[config.mk]
export PLATFORM = sky130hd
export DESIGN_NAME = flash_host_ctrl
export DESIGN_NICKNAME = d
export VERILOG_FILES = /design/src/core/flash_host_pkg.sv /design/src/core/flash_bus_cycle.sv /design/src/core/flash_host_ctrl.sv
export SDC_FILE = /design/constraint.sdc
export NUM_CORES = 1
export LEC_CHECK = 0
export ABC_AREA = 1
export BUFFER_PORTS_ARGS = -buffer_cell sky130_fd_sc_hd__buf_2
export CAP_MARGIN = 30
export CELL_PAD_IN_SITES_DETAIL_PLACEMENT = 0
export CELL_PAD_IN_SITES_GLOBAL_PLACEMENT = 1
export CORE_ASPECT_RATIO = 0.8
export CORE_MARGIN = 5
export CORE_UTILIZATION = 45
export CTS_BUF_LIST = sky130_fd_sc_hd__clkbuf_4
export CTS_CLUSTER_DIAMETER = 80
export DETAILED_ROUTE_END_ITERATION = 6
export PLACE_DENSITY_LB_ADDON = 0.1
export SYNTH_ARGS = -nofsm -noshare
export SYNTH_HDL_FRONTEND = slang
export SYNTH_SLANG_ARGS = --single-unit
export TNS_END_PERCENT = 5
[constraint.sdc]
create_clock -name CLK_SYS -period 9.4 [get_ports CLK_SYS]
set_input_delay 0.94 -clock CLK_SYS [delete_from_list [all_inputs] [get_ports CLK_SYS]]
set_output_delay 0.94 -clock CLK_SYS [all_outputs]
set_load 0.02 [all_outputs]
[src/core/flash_host_pkg.sv]
// constants shared by the parallel flash host controller and its bus cycle engine
// assumes a 100 MHz system clock and a word-mode (x16) flash on the pins
package flash_host_pkg;

	// clock and pin timing
	localparam int CLK_PERIOD_NS  = 10;
	localparam int T_SETUP_NS     = 20;
	localparam int T_WE_PULSE_NS  = 50;
	localparam int T_READ_NS      = 120;
	localparam int T_RECOVER_NS   = 30;
	// least times round up to whole cycles
	localparam logic [3:0] SETUP_CYC   = 4'((T_SETUP_NS + CLK_PERIOD_NS - 1) / CLK_PERIOD_NS);
	localparam logic [3:0] WE_CYC      = 4'((T_WE_PULSE_NS + CLK_PERIOD_NS - 1) / CLK_PERIOD_NS);
	localparam logic [3:0] READ_CYC    = 4'((T_READ_NS + CLK_PERIOD_NS - 1) / CLK_PERIOD_NS);
	localparam logic [3:0] RECOVER_CYC = 4'((T_RECOVER_NS + CLK_PERIOD_NS - 1) / CLK_PERIOD_NS);

	localparam int ADDR_W = 18;
	localparam int DATA_W = 16;

	// register byte offsets
	localparam logic [7:0] REG_CTRL   = 8'h00;
	localparam logic [7:0] REG_ADDR   = 8'h04;
	localparam logic [7:0] REG_WDATA  = 8'h08;
	localparam logic [7:0] REG_STATUS = 8'h0C;
	localparam logic [7:0] REG_RDATA  = 8'h10;

	// control fields
	localparam int CTRL_CMD_LSB  = 0;
	localparam int CTRL_GO_BIT   = 8;
	localparam int CTRL_HV_BIT   = 16;
	localparam int CTRL_PSEL_BIT = 17;

	// status fields
	localparam int ST_BUSY_BIT    = 0;
	localparam int ST_DONE_BIT    = 1;
	localparam int ST_OK_BIT      = 2;
	localparam int ST_FAIL_BIT    = 3;
	localparam int ST_REFUSED_BIT = 4;

	// reset values
	localparam logic [ADDR_W-1:0] ADDR_RST  = 18'h0_0000;
	localparam logic [DATA_W-1:0] DATA_RST  = 16'h0000;
	localparam logic [31:0]       WORD_ZERO = 32'h0000_0000;

	// command field encodings
	localparam logic [2:0] CMD_READ       = 3'h0;
	localparam logic [2:0] CMD_WRITE      = 3'h1;
	localparam logic [2:0] CMD_RESET      = 3'h2;
	localparam logic [2:0] CMD_ID         = 3'h3;
	localparam logic [2:0] CMD_CHIP_ERASE = 3'h4;
	localparam logic [2:0] CMD_PROTECT    = 3'h5;

	// flash bus codes and unlock addresses (word mode)
	localparam logic [DATA_W-1:0] RESET_CODE   = 16'h00F0;
	localparam logic [DATA_W-1:0] UNLOCK_D1    = 16'h00AA;
	localparam logic [DATA_W-1:0] UNLOCK_D2    = 16'h0055;
	localparam logic [DATA_W-1:0] ID_CODE      = 16'h0090;
	localparam logic [DATA_W-1:0] SETUP_CODE   = 16'h0080;
	localparam logic [DATA_W-1:0] CHIP_CODE    = 16'h0010;
	localparam logic [DATA_W-1:0] PROT_CODE    = 16'h0020;
	localparam logic [ADDR_W-1:0] UNLOCK_A     = 18'h0_0555;
	localparam logic [ADDR_W-1:0] UNLOCK_B     = 18'h0_02AA;
	localparam logic [ADDR_W-1:0] ID_MANUF_A   = 18'h0_0000;
	localparam logic [ADDR_W-1:0] ID_DEVICE_A  = 18'h0_0001;

	// data status bits during an erase
	localparam int POLL_BIT    = 7;
	localparam int TOGGLE_BIT  = 6;
	localparam int TIMEOUT_BIT = 5;

	// step counts of each sequence
	localparam logic [3:0] LEN_SINGLE  = 4'h1;
	localparam logic [3:0] LEN_ID      = 4'h5;
	localparam logic [3:0] LEN_ERASE   = 4'h6;
	localparam logic [3:0] LEN_PROTECT = 4'h8;

endpackage

[src/core/flash_bus_cycle.sv]
// one asynchronous flash bus cycle, read or write, timed in system clocks
// assumes the caller pulses start only while busy is low
`timescale 1ns/10ps
`default_nettype none
module flash_bus_cycle (
	input  wire logic                              clk,
	input  wire logic                              rst,
	input  wire logic                              start,
	input  wire logic                              wr,
	input  wire logic [flash_host_pkg::ADDR_W-1:0] addr,
	input  wire logic [flash_host_pkg::DATA_W-1:0] wdata,
	input  wire logic [flash_host_pkg::DATA_W-1:0] dq_i,
	output logic                                   busy,
	output logic                                   done,
	output logic [flash_host_pkg::DATA_W-1:0]      rdata,
	output logic                                   ce_n,
	output logic                                   oe_n,
	output logic                                   we_n,
	output logic [flash_host_pkg::ADDR_W-1:0]      fl_addr,
	output logic [flash_host_pkg::DATA_W-1:0]      dq_o,
	output logic                                   dq_oe
);
	import flash_host_pkg::*;

	typedef enum logic [1:0] {P_IDLE, P_SETUP, P_STROBE, P_HOLD} phase_e;

	phase_e     phase_r;
	logic [3:0] cnt_r;
	logic       wr_r;

	assign busy = (phase_r != P_IDLE);

	always_ff @(posedge clk or posedge rst) begin
		if (rst) begin
			phase_r <= P_IDLE;
			cnt_r   <= 4'h0;
			wr_r    <= 1'b0;
			done    <= 1'b0;
			rdata   <= DATA_RST;
			ce_n    <= 1'b1;
			oe_n    <= 1'b1;
			we_n    <= 1'b1;
			fl_addr <= ADDR_RST;
			dq_o    <= DATA_RST;
			dq_oe   <= 1'b0;
		end else begin
			done <= 1'b0;
			unique case (phase_r)
				P_IDLE: begin
					if (start) begin
						wr_r    <= wr;
						ce_n    <= 1'b0;
						fl_addr <= addr;
						dq_o    <= wdata;
						dq_oe   <= wr;
						cnt_r   <= SETUP_CYC - 4'h1;
						phase_r <= P_SETUP;
					end
				end
				P_SETUP: begin
					if (cnt_r == 4'h0) begin
						// device latches the address on this falling strobe
						we_n    <= ~wr_r;
						oe_n    <= wr_r;
						cnt_r   <= (wr_r ? WE_CYC : READ_CYC) - 4'h1;
						phase_r <= P_STROBE;
					end else begin
						cnt_r <= cnt_r - 4'h1;
					end
				end
				P_STROBE: begin
					if (cnt_r == 4'h0) begin
						// write strobe rises before chip select, so data is taken here
						we_n    <= 1'b1;
						oe_n    <= 1'b1;
						if (!wr_r) begin
							rdata <= dq_i;
						end
						cnt_r   <= RECOVER_CYC - 4'h1;
						phase_r <= P_HOLD;
					end else begin
						cnt_r <= cnt_r - 4'h1;
					end
				end
				P_HOLD: begin
					if (cnt_r == 4'h0) begin
						// chip select rises last; an erase starts on this edge
						ce_n    <= 1'b1;
						dq_oe   <= 1'b0;
						done    <= 1'b1;
						phase_r <= P_IDLE;
					end else begin
						cnt_r <= cnt_r - 4'h1;
					end
				end
			endcase
		end
	end
endmodule
`default_nettype wire

[src/core/flash_host_ctrl.sv]
// apb-controlled host that drives a parallel nor flash through its pins
// assumes word-mode flash, pins synchronous to CLK_SYS, an external 12 V switch on FL_HV_ID_EN
//
// Our own choices: the register offsets and the APB register port.
`timescale 1ns/10ps
`default_nettype none
module flash_host_ctrl (
	input  wire logic                              CLK_SYS,
	input  wire logic                              RESET,
	input  wire logic                              PSEL,
	input  wire logic                              PENABLE,
	input  wire logic                              PWRITE,
	input  wire logic [7:0]                        PADDR,
	input  wire logic [31:0]                       PWDATA,
	output logic [31:0]                            PRDATA,
	output logic                                   PREADY,
	output logic                                   PSLVERR,
	output logic                                   FL_CE_N,
	output logic                                   FL_OE_N,
	output logic                                   FL_WE_N,
	output logic [flash_host_pkg::ADDR_W-1:0]      FL_ADDR,
	output logic [flash_host_pkg::DATA_W-1:0]      FL_DQ_O,
	output logic                                   FL_DQ_OE,
	input  wire logic [flash_host_pkg::DATA_W-1:0] FL_DQ_I,
	output logic                                   FL_HV_ID_EN
);
	import flash_host_pkg::*;

	typedef enum logic [2:0] {S_IDLE, S_STEP, S_WAIT, S_POLL, S_POLL_WAIT, S_ABORT,
		S_ABORT_WAIT} state_e;

	state_e            state_r;
	logic [2:0]        cmd_r;
	logic [3:0]        step_r;
	logic [ADDR_W-1:0] addr_r;
	logic [DATA_W-1:0] wdata_r;
	logic              prot_sel_r;
	logic              done_r;
	logic              ok_r;
	logic              fail_r;
	logic              refused_r;
	logic [DATA_W-1:0] rd_lo_r;
	logic [DATA_W-1:0] rd_hi_r;
	logic              prev_tog_r;
	logic              have_prev_r;
	logic              cyc_start_r;
	logic              cyc_wr_r;
	logic [ADDR_W-1:0] cyc_addr_r;
	logic [DATA_W-1:0] cyc_data_r;
	logic              cyc_busy;
	logic              cyc_done;
	logic [DATA_W-1:0] cyc_rdata;
	logic              acc;
	logic              wr_ctrl;
	logic              go;
	logic              finish;
	logic [34:0]       op;

	// number of bus cycles in each command
	function automatic logic [3:0] seq_len(input logic [2:0] cmd);
		unique case (cmd)
			CMD_ID:         seq_len = LEN_ID;
			CMD_CHIP_ERASE: seq_len = LEN_ERASE;
			CMD_PROTECT:    seq_len = LEN_PROTECT;
			default:        seq_len = LEN_SINGLE;
		endcase
	endfunction

	// {write, address, data} of one step of a command
	function automatic logic [34:0] step_op(input logic [2:0] cmd, input logic [3:0] step,
		input logic [ADDR_W-1:0] a, input logic [DATA_W-1:0] d, input logic psel);
		logic [DATA_W-1:0] c1;
		logic [DATA_W-1:0] c2;
		c1 = (cmd == CMD_ID) ? ID_CODE : SETUP_CODE;
		c2 = (cmd == CMD_CHIP_ERASE) ? CHIP_CODE : PROT_CODE;
		unique case (step)
			4'h0: step_op = {1'b1, UNLOCK_A, UNLOCK_D1};
			4'h1: step_op = {1'b1, UNLOCK_B, UNLOCK_D2};
			4'h2: step_op = {1'b1, UNLOCK_A, c1};
			4'h3: step_op = (cmd == CMD_ID) ? {1'b0, ID_MANUF_A, DATA_RST}
				: {1'b1, UNLOCK_A, UNLOCK_D1};
			4'h4: step_op = (cmd == CMD_ID) ? {1'b0, ID_DEVICE_A, DATA_RST}
				: {1'b1, UNLOCK_B, UNLOCK_D2};
			4'h5: step_op = {1'b1, UNLOCK_A, c2};
			// sense pin at logic high, select bit picks protect or unprotect
			4'h6: step_op = {1'b1, a[17:12], 2'b00, 1'b1, 2'b00, psel, 6'h00, DATA_RST};
			// verify comes straight after the protect write, A1 high
			4'h7: step_op = {1'b0, a[17:12], 2'b00, 1'b1, 7'h00, 1'b1, 1'b0, DATA_RST};
			default: step_op = {1'b0, a, DATA_RST};
		endcase
		if (seq_len(cmd) == LEN_SINGLE) begin
			unique case (cmd)
				// any single cycle may be sent; a stray one only resets the flash decoder
				CMD_WRITE: step_op = {1'b1, a, d};
				CMD_RESET: step_op = {1'b1, a, RESET_CODE};
				default:   step_op = {1'b0, a, DATA_RST};
			endcase
		end
	endfunction

	assign acc     = PSEL & PENABLE & PREADY;
	assign wr_ctrl = acc & PWRITE & (PADDR == REG_CTRL);
	assign go      = wr_ctrl & PWDATA[CTRL_GO_BIT] & (state_r == S_IDLE);
	assign finish  = (state_r == S_ABORT_WAIT && cyc_done)
		|| (state_r == S_WAIT && cyc_done && step_r == seq_len(cmd_r) - 4'h1
			&& cmd_r != CMD_CHIP_ERASE)
		|| (state_r == S_POLL_WAIT && cyc_done && have_prev_r
			&& cyc_rdata[POLL_BIT] && cyc_rdata[TOGGLE_BIT] == prev_tog_r);
	assign op      = step_op(cmd_r, step_r, addr_r, wdata_r, prot_sel_r);

	// apb slave: one wait state, every access answered on the second access cycle
	always_ff @(posedge CLK_SYS or posedge RESET) begin
		if (RESET) begin
			PREADY  <= 1'b0;
			PRDATA  <= WORD_ZERO;
			PSLVERR <= 1'b0;
		end else begin
			PREADY  <= PSEL & PENABLE & ~PREADY;
			PSLVERR <= 1'b0;
			if (PSEL & PENABLE & ~PREADY) begin
				PRDATA <= WORD_ZERO;
				unique case (PADDR)
					REG_CTRL: PRDATA <= {14'h0000, prot_sel_r, FL_HV_ID_EN, 13'h0000, cmd_r};
					REG_ADDR:   PRDATA <= {14'h0000, addr_r};
					REG_WDATA:  PRDATA <= {16'h0000, wdata_r};
					REG_STATUS: PRDATA <= {27'h000_0000, refused_r, fail_r, ok_r, done_r,
						(state_r != S_IDLE)};
					REG_RDATA:  PRDATA <= {rd_hi_r, rd_lo_r};
					default:    PSLVERR <= 1'b1;
				endcase
			end
		end
	end

	// software-written configuration
	always_ff @(posedge CLK_SYS or posedge RESET) begin
		if (RESET) begin
			cmd_r       <= CMD_READ;
			addr_r      <= ADDR_RST;
			wdata_r     <= DATA_RST;
			prot_sel_r  <= 1'b0;
			FL_HV_ID_EN <= 1'b0;
		end else begin
			if (wr_ctrl) begin
				// identifier voltage on the sense pin reads codes with no command
				FL_HV_ID_EN <= PWDATA[CTRL_HV_BIT];
				prot_sel_r  <= PWDATA[CTRL_PSEL_BIT];
			end
			if (go) begin
				cmd_r <= PWDATA[CTRL_CMD_LSB +: 3];
			end
			// address and data are frozen while a command runs
			if (acc & PWRITE & (PADDR == REG_ADDR) & (state_r == S_IDLE)) begin
				addr_r <= PWDATA[ADDR_W-1:0];
			end
			if (acc & PWRITE & (PADDR == REG_WDATA) & (state_r == S_IDLE)) begin
				wdata_r <= PWDATA[DATA_W-1:0];
			end
		end
	end

	// sticky status; a finish always wins over the clear by go
	always_ff @(posedge CLK_SYS or posedge RESET) begin
		if (RESET) begin
			done_r    <= 1'b0;
			refused_r <= 1'b0;
		end else begin
			done_r    <= finish ? 1'b1 : (go ? 1'b0 : done_r);
			refused_r <= (wr_ctrl & PWDATA[CTRL_GO_BIT] & (state_r != S_IDLE)) ? 1'b1
				: (go ? 1'b0 : refused_r);
		end
	end

	// command sequencer
	always_ff @(posedge CLK_SYS or posedge RESET) begin
		if (RESET) begin
			state_r     <= S_IDLE;
			step_r      <= 4'h0;
			ok_r        <= 1'b0;
			fail_r      <= 1'b0;
			rd_lo_r     <= DATA_RST;
			rd_hi_r     <= DATA_RST;
			prev_tog_r  <= 1'b0;
			have_prev_r <= 1'b0;
			cyc_start_r <= 1'b0;
			cyc_wr_r    <= 1'b0;
			cyc_addr_r  <= ADDR_RST;
			cyc_data_r  <= DATA_RST;
		end else begin
			cyc_start_r <= 1'b0;
			unique case (state_r)
				S_IDLE: begin
					if (go) begin
						step_r      <= 4'h0;
						ok_r        <= 1'b0;
						fail_r      <= 1'b0;
						have_prev_r <= 1'b0;
						state_r     <= S_STEP;
					end
				end
				S_STEP: begin
					if (!cyc_busy) begin
						{cyc_wr_r, cyc_addr_r, cyc_data_r} <= op;
						cyc_start_r <= 1'b1;
						state_r     <= S_WAIT;
					end
				end
				S_WAIT: begin
					if (cyc_done) begin
						if (!cyc_wr_r) begin
							if (cmd_r == CMD_ID && step_r == LEN_ID - 4'h1) begin
								rd_hi_r <= cyc_rdata;
							end else begin
								rd_lo_r <= cyc_rdata;
							end
						end
						if (step_r != seq_len(cmd_r) - 4'h1) begin
							step_r  <= step_r + 4'h1;
							state_r <= S_STEP;
						end else if (cmd_r == CMD_CHIP_ERASE) begin
							// flash pre-programs and erases on its own; polling follows, then a reset write if it times out
							state_r <= S_POLL;
						end else begin
							state_r <= S_IDLE;
						end
					end
				end
				S_POLL: begin
					if (!cyc_busy) begin
						{cyc_wr_r, cyc_addr_r, cyc_data_r} <= {1'b0, addr_r, DATA_RST};
						cyc_start_r <= 1'b1;
						state_r     <= S_POLL_WAIT;
					end
				end
				S_POLL_WAIT: begin
					if (cyc_done) begin
						rd_lo_r     <= cyc_rdata;
						prev_tog_r  <= cyc_rdata[TOGGLE_BIT];
						have_prev_r <= 1'b1;
						if (finish) begin
							ok_r    <= 1'b1;
							state_r <= S_IDLE;
						end else if (cyc_rdata[TIMEOUT_BIT] && !cyc_rdata[POLL_BIT]) begin
							fail_r  <= 1'b1;
							state_r <= S_ABORT;
						end else begin
							state_r <= S_POLL;
						end
					end
				end
				S_ABORT: begin
					if (!cyc_busy) begin
						// failed erase must be cleared with the reset code
						{cyc_wr_r, cyc_addr_r, cyc_data_r} <= {1'b1, UNLOCK_A, RESET_CODE};
						cyc_start_r <= 1'b1;
						state_r     <= S_ABORT_WAIT;
					end
				end
				S_ABORT_WAIT: begin
					if (cyc_done) begin
						state_r <= S_IDLE;
					end
				end
			endcase
		end
	end

	flash_bus_cycle u_cycle (
		.clk     (CLK_SYS),
		.rst     (RESET),
		.start   (cyc_start_r),
		.wr      (cyc_wr_r),
		.addr    (cyc_addr_r),
		.wdata   (cyc_data_r),
		.dq_i    (FL_DQ_I),
		.busy    (cyc_busy),
		.done    (cyc_done),
		.rdata   (cyc_rdata),
		.ce_n    (FL_CE_N),
		.oe_n    (FL_OE_N),
		.we_n    (FL_WE_N),
		.fl_addr (FL_ADDR),
		.dq_o    (FL_DQ_O),
		.dq_oe   (FL_DQ_OE)
	);
endmodule
`default_nettype wire

==> out/metrics.cfg, run 1 <==
[setup_path]
regToRegSetupSlack_ps=6850
reg2reg_from=u_cycle.phase_r[0]$_DFFE_PP0P_
max_stage_delay_ps=730
critical_path.cell_chain=buf_2 -> inv_1 -> nand3_1 -> clkinv_1 -> nand2_1 -> inv_1 -> nand2_1 -> o21ai_0
timing.critical_path.max_delay_family=simple AND/OR/NAND/NOR gates
worstPathBufferInverterCount=4
worstRegToRegCells=7
worst_r2r_endpoint=cyc_wr_r$_DFFE_PP0P_
worstSetupEndpointType=flop
path_class=input port to flop
cp.arrival_ps=3330
crit_required_ps=9890
crit_path_max_fanout=32
timing.critical_path.from_type=input port
cp_slowest_cell=sky130_fd_sc_hd__nand2_1

[power]
cell_internal_pwr_mw=1.56
sw_frac_of_total=0.324
total_power_mw=2.31
total_switching_power_uw=748
p_leak_nw=5.90
clock_power_share=0.331
power_density_nw_per_um2=206
ir_drop_mv=0.179
power_frac_comb=0.208
p_seq_frac=0.462

[routing]
via_density_per_instance=5.08
routed-via-count=8150
detailedRoute.firstIterationViolations=619
routed_wl_mm=25.6
routedWlPerCell_um=16.0
ant_nets=0
drcViolationCount=0
first_pass_iters=5

[sta]
report.final.setup_viol=0
fmax_ghz=0.352
slew-limit-headroom=0.371
grt_setup_unrepaired=false
fin_tns_setup_ps=0
finClkSkew_ps=34.5
share_of_the_clock_period_used_by_the_worst_path=0.303
slew_at_the_pin_with_the_worst_max_slew_slack_ps=942
layout_min_cycle_time_ps=2840
drv_slew=0
hold_viol_final=0

[grt]
number_of_antenna_violations_at_the_first_check_in_global_routing=1
grt_pass1_vias=7916
grt_usage=0.210
grt_start_max_net_pins=97
grt_pass1_wl_mm=41.8
grt_remaining_overflow=0

[synth]
synthesis.nets=1222
synthTopCellsByArea=sky130_fd_sc_hd__dfrtp_1 55%, sky130_fd_sc_hd__nand2_1 13%, sky130_fd_sc_hd__o21ai_0 8.3%
yosysWarnings=0
ys_seq_area_frac=0.558
yosys.area.top_type_share=0.550
yosys_most_used_dff=sky130_fd_sc_hd__dfrtp_1
postSynthRegisterBits=216
asyncSetResetFlopFracSynth=1.00
synth_edf_count=0
synth_cell_type_count=33
post-synth-top-area-cell=sky130_fd_sc_hd__dfrtp_1
avgSynthCellArea_um2=8.42
synthesis.area_um2=9690
post_synth_inst_count=1151

[clocking]
cts-root-buf=sky130_fd_sc_hd__clkbuf_4
cts.repair_timing.setup_buffer_count=0
cts.repair.resized=0
worstSkewPairLatency_ps=660
cts.htree.levels=2
clock_tree.buffer_depth=3
cts.clk_slew.worst_paths_ps=70
cts_num_sinks=216
post_cts_hold_buffer_count=0
tritoncts=done
tritoncts.num_buffers=55

[floorplanning]
die_width_um=174
std_cell_rows=48
core-area_um2=21400
design.die.area_um2=24600
num_io_pins=134
initial_utilization=0.453
chipHeight_um=141

[place]
detailed_placer_s_ending_hpwl_mm=18.3
placedInstanceArea_um2=10500
dpl.cell_count=1514
routabilityCongestion=0.910
portBuffers=119

[final_layout]
design_area_um2=11200
num-nets-final=1367
post_route_cells_drive_above_1_share=0.188
layout.core_utilization=0.523
final_cell_count_without_fillers=1603
area.growth.synth_to_final_pct=15.5

[worst_hold_path]
timing.hold.worst.class=input port to asynchronous set/reset pin

[run]
max-cap-violations=0

[outcome]
status=finished clean

how the worst max path moves through the flow:
stage | startpoint | endpoint | slack, ps | depth (start not counted)
floorplan | RESET | FL_HV_ID_EN$_DFFE_PP0P_ | 2560 | 1
global placement | PADDR[4] | wdata_r[5]$_DFFE_PP0P_ | 6020 | 8
detailed placement | PADDR[4] | wdata_r[14]$_DFFE_PP0P_ | 5900 | 8
CTS | PADDR[4] | wdata_r[13]$_DFFE_PP0P_ | 6590 | 8
global route | PADDR[4] | wdata_r[10]$_DFFE_PP0P_ | 6260 | 9
finish | PADDR[4] | wdata_r[13]$_DFFE_PP0P_ | 6560 | 8
cell usage after synthesis (4+ instances only):
library cell               instances
sky130_fd_sc_hd__mux2_2           19
sky130_fd_sc_hd__ha_1             10
sky130_fd_sc_hd__dfrtp_1         213
sky130_fd_sc_hd__nor2_1           61
sky130_fd_sc_hd__o211ai_1          4
sky130_fd_sc_hd__a21oi_1          47
sky130_fd_sc_hd__o21ai_0         160
sky130_fd_sc_hd__inv_1           133
sky130_fd_sc_hd__clkbuf_1         29
sky130_fd_sc_hd__nand4_1           9
sky130_fd_sc_hd__nand2_1         338
sky130_fd_sc_hd__o22ai_1           9
sky130_fd_sc_hd__inv_2             4
sky130_fd_sc_hd__nand3_1          68
sky130_fd_sc_hd__nor3_1            7
sky130_fd_sc_hd__buf_2             9
sequential cells by signal, summed over array words and instances (netlist names), 2 cells and up:
register	flops
cyc_data_r	16
rd_hi_r	16
u_cycle.rdata	16
u_cycle.dq_o	16
addr_r	18
u_cycle.phase_r	2
cyc_addr_r	18
rd_lo_r	16
step_r	4
wdata_r	16
u_cycle.cnt_r	4
state_r	3
cmd_r	3
u_cycle.fl_addr	18
PRDATA	32
layer usage:
| layer | wire length (um) | GRT usage | share of wire |
|---|---|---|---|
| met4 | 397 | 0.0575 | 0.016 |
| met2 | 11400 | 0.316 | 0.45 |
| met3 | 1370 | 0.0453 | 0.054 |
| met5 | 0 | 0 | 0 |
| met1 | 12400 | 0.310 | 0.48 |
placed cells by master (no fill, tap or decap), drive strengths merged:
cell type	netlist	final
o221ai	3	3
diode	0	1
clkinv	2	5
clkinvlp	0	1
nand3b	2	2
o21ai	162	162
dfrtp	213	213
dfstp	3	3
and3	1	1
xor2	2	2
nand3	69	69
mux2	19	19
nor3	10	10
xnor2	2	2
buf	11	128
o211ai	4	4
o22ai	9	9
nor2	64	64
nand2	339	339
a21oi	47	47
nand4	9	9
a21boi	1	1
inv	137	138
clkbuf	29	83
a22oi	3	3
ha	10	10
per-stage QoR:
stage,setup WS (ps),hold WS (ps)
floorplan,2560,442
global placement,6020,460
detailed placement,5900,462
CTS,6590,364
global route,6260,405
finish,6560,367
logic make-up (layout without fill, tap and decap cells):
| kind of cell | count (synthesis) | count (layout) | synth area share |
|---|---|---|---|
| AO/OA/AOI/OAI | 229 | 229 | 0.123 |
| XOR/XNOR | 4 | 4 | 0.00362 |
| adder cells (fa/ha/maj) | 10 | 10 | 0.0129 |
| buffers and inverters | 179 | 355 | 0.0705 |
| flip-flops | 216 | 216 | 0.558 |
| multiplexers | 19 | 19 | 0.0221 |
| other | 0 | 1 | 0 |
| AND/OR/NAND/NOR | 494 | 494 | 0.210 |
power by group through the flow:
| stage | clock network, mW | logic [mW] | registers (mW) |
|---|---|---|---|
| 2_1_floorplan | 0 | 0.341 | 1.08 |
| 3_3_place_gp | 0 | 0.477 | 1.08 |
| 3_5_place_dp | 0 | 0.482 | 1.08 |
| 4_1_cts | 0.790 | 0.485 | 1.07 |
| 5_1_grt | 0.840 | 0.554 | 1.08 |
| 6_report | 0.764 | 0.479 | 1.07 |
final cells by class:
class | count | area [um2]
antenna | 1 | 2.50
clock buffer | 83 | 623
clock inverter | 5 | 22.5
fill | 2162 | 10200
inverter | 139 | 529
multi-input combinational | 756 | 3600
sequential | 216 | 5410
tap | 275 | 344
timing repair buffer | 128 | 663
Power figures use the tool's default switching activity.
==> inputs of run 2 (changes only) <==
--- a/config.mk
+++ b/config.mk
@@ -12,7 +12,7 @@
 export CELL_PAD_IN_SITES_GLOBAL_PLACEMENT = 1
 export CORE_ASPECT_RATIO = 0.8
 export CORE_MARGIN = 5
-export CORE_UTILIZATION = 45
+export CORE_UTILIZATION = 40
 export CTS_BUF_LIST = sky130_fd_sc_hd__clkbuf_4
 export CTS_CLUSTER_DIAMETER = 80
 export DETAILED_ROUTE_END_ITERATION = 6
==> constraint.sdc (replaced) <==
create_clock -name CLK_SYS -period 2.55 [get_ports CLK_SYS]
set_input_delay 0.255 -clock CLK_SYS [delete_from_list [all_inputs] [get_ports CLK_SYS]]
set_output_delay 0.255 -clock CLK_SYS [all_outputs]
set_load 0.02 [all_outputs]
==> run 2 against run 1 <==
Wire length grew 3.4%. Sequential power rose to 3.7 times the previous value. Largest power group unchanged. Worst hold slack got worse by 240 ps. Critical path type is now flop to flop. Clock power grew to 3.6 times the previous value. Sequential share of layout area down 2.3 points. Global-route usage decreased by 1.5 points.
==> out/metrics.cfg, run 2 (synthesized netlist as in run 1, its figures left out) <==
[setup_path]
crit_required_ps=3120
path_class=flop to flop
worstPathBufferInverterCount=2
timing.critical_path.depth=8
crit_path_max_fanout=7
cp_slowest_cell=sky130_fd_sc_hd__dfrtp_1
timing.critical_path.max_delay_family=simple AND/OR/NAND/NOR gates
path_common_cell=sky130_fd_sc_hd__inv_1
worst_r2r_endpoint=cyc_data_r[0]$_DFFE_PP0P_
endpoint=cyc_data_r[0]$_DFFE_PP0P_
timing.critical_path.from_type=flop
worstRegToRegCells=8
critical_path.cell_chain=inv_1 -> ha_1 -> inv_1 -> nor3_4 -> nand2_2 -> nor2_4 -> nand2_1 -> o221ai_1
cp.arrival_ps=2750
max_stage_delay_ps=400
worstSetupEndpointType=flop
reg2reg_from=u_cycle.phase_r[0]$_DFFE_PP0P_
cp-startpoint=u_cycle.phase_r[0]$_DFFE_PP0P_
regToRegSetupSlack_ps=370

[routing]
topRoutingLayerUsed=met4
wl_met3_mm=1.49
via_density_per_instance=4.88
drcViolationCount=0
routed_wl_mm=26.5
ant_nets=0
routed-wl-met2_mm=11.8
first_pass_iters=5
routedWlPerCell_um=15.6
met1_length_mm=12.8
routed-via-count=8269
detailedRoute.firstIterationViolations=600

[grt]
grt_remaining_overflow=0
grt_pass1_vias=8117
grt_usage=0.195
number_of_antenna_violations_at_the_first_check_in_global_routing=1
grt_pass1_wl_mm=42.9
grt_start_max_net_pins=95

[final_layout]
largest_reg_by_ff_count=PRDATA
fillers=2488
design_area_um2=11700
post_route_cells_drive_above_1_share=0.186
seqCellArea_um2=5410
largest_register_ffs=32
num-nets-final=1418
area_used_by_multi_input_combinational_logic_um2=3600
layout.cells.most_common=sky130_fd_sc_hd__nand2_1
area.growth.synth_to_final_pct=21.2
most-common-layout-cells=337 x sky130_fd_sc_hd__nand2_1, 213 x sky130_fd_sc_hd__dfrtp_1, 160 x sky130_fd_sc_hd__o21ai_0

[clocking]
cts.repair.resized=0
cts.repair_timing.setup_buffer_count=0
worstSkewPairLatency_ps=670
cts.htree.levels=2
cts_num_sinks=216
tritoncts=done
cts-root-buf=sky130_fd_sc_hd__clkbuf_4
clock_tree.buffer_depth=3
post_cts_hold_buffer_count=38
tritoncts.num_buffers=56
cts.clk_slew.worst_paths_ps=70

[sta]
share_of_the_clock_period_used_by_the_worst_path=0.856
finalWorstSetupSlack_ps=367
fmax_ghz=0.458
drv_slew=0
finClkSkew_ps=34.7
grt_setup_unrepaired=false
report.final.setup_viol=0
slew_at_the_pin_with_the_worst_max_slew_slack_ps=665
slew-limit-headroom=0.556
layout_min_cycle_time_ps=2180
hold_viol_final=0

[place]
routabilityCongestion=0.884
dp_worst_setup_slack_ps=407
portBuffers=119
detailed_placer_s_ending_hpwl_mm=19.0
placedInstanceArea_um2=10700

[run]
max-cap-violations=0

[power]
power_density_nw_per_um2=724
p_leak_nw=6.12
ir_drop_mv=0.505

[floorplanning]
die_width_um=184
num_io_pins=134
chipHeight_um=149
initial_utilization=0.402
core-area_um2=24100
std_cell_rows=51
design.die.area_um2=27400

[worst_hold_path]
timing.hold.worst.class=input port to asynchronous set/reset pin

[outcome]
status=finished clean

## run 2: changes by cell type in the layout (fill, tap and decap cells not counted), moves of 4 or more
cell                            change
sky130_fd_sc_hd__clkinv_1           +6
sky130_fd_sc_hd__buf_4              +8
sky130_fd_sc_hd__clkbuf_4           -5
sky130_fd_sc_hd__buf_12             +4
sky130_fd_sc_hd__dlygate4sd3_1     +38
## run 2: worst min path at each step
stage / depth (start not counted) / slack (ps) / end / start
CTS: 3 / 90 / cyc_data_r[1]$_DFFE_PP0P_ / RESET
finish: 3 / 130 / cyc_data_r[1]$_DFFE_PP0P_ / RESET
detailed placement: 2 / 250 / u_cycle.phase_r[1]$_DFFE_PP0P_ / RESET
floorplan: 2 / 410 / FL_HV_ID_EN$_DFFE_PP0P_ / PWDATA[16]
global route: 3 / 110 / cyc_data_r[1]$_DFFE_PP0P_ / RESET
global placement: 2 / 240 / u_cycle.phase_r[0]$_DFFE_PP0P_ / RESET
## run 2: layout make-up
type / instances / area share
sequential: 216 / 0.461
multi-input combinational: 756 / 0.306
timing repair buffer: 178 / 0.101
clock buffer: 78 / 0.0499
inverter: 139 / 0.0447
tap: 318 / 0.0339
clock inverter: 10 / 0.00352
antenna: 1 / 0.000213
## run 2: metal layers
layer  up-vias  GRT usage
met1      3894      0.285
met4         0     0.0462
li1       4129          -
met3        39     0.0361
met2       207      0.301
met5         -          0
## run 2: tightest hold or removal path, stage by stage
cell	delay [ps]
sky130_fd_sc_hd__dlygate4sd3_1	530
sky130_fd_sc_hd__buf_2	130
sky130_fd_sc_hd__clkinvlp_4	240
## run 2: stage by stage
step | power (mW) | util | hold WS [ps] | std cells | TNS, ps
2_1_floorplan | 5.24 | - | 413 | 1151 | -109630
3_3_place_gp | 5.79 | 0.445 | 244 | 1569 | 0
3_5_place_dp | 5.81 | 0.445 | 251 | 1569 | 0
4_1_cts | 8.64 | 0.487 | 91.6 | 1695 | 0
5_1_grt | 9.11 | 0.487 | 113 | 1696 | 0
6_report | 8.51 | 0.487 | 127 | 1696 | 0
## run 2: where the power goes
group | switching, mW | internal (mW)
clock network | 1.35 | 1.38
registers | 0.176 | 3.76
logic | 1.24 | 0.598
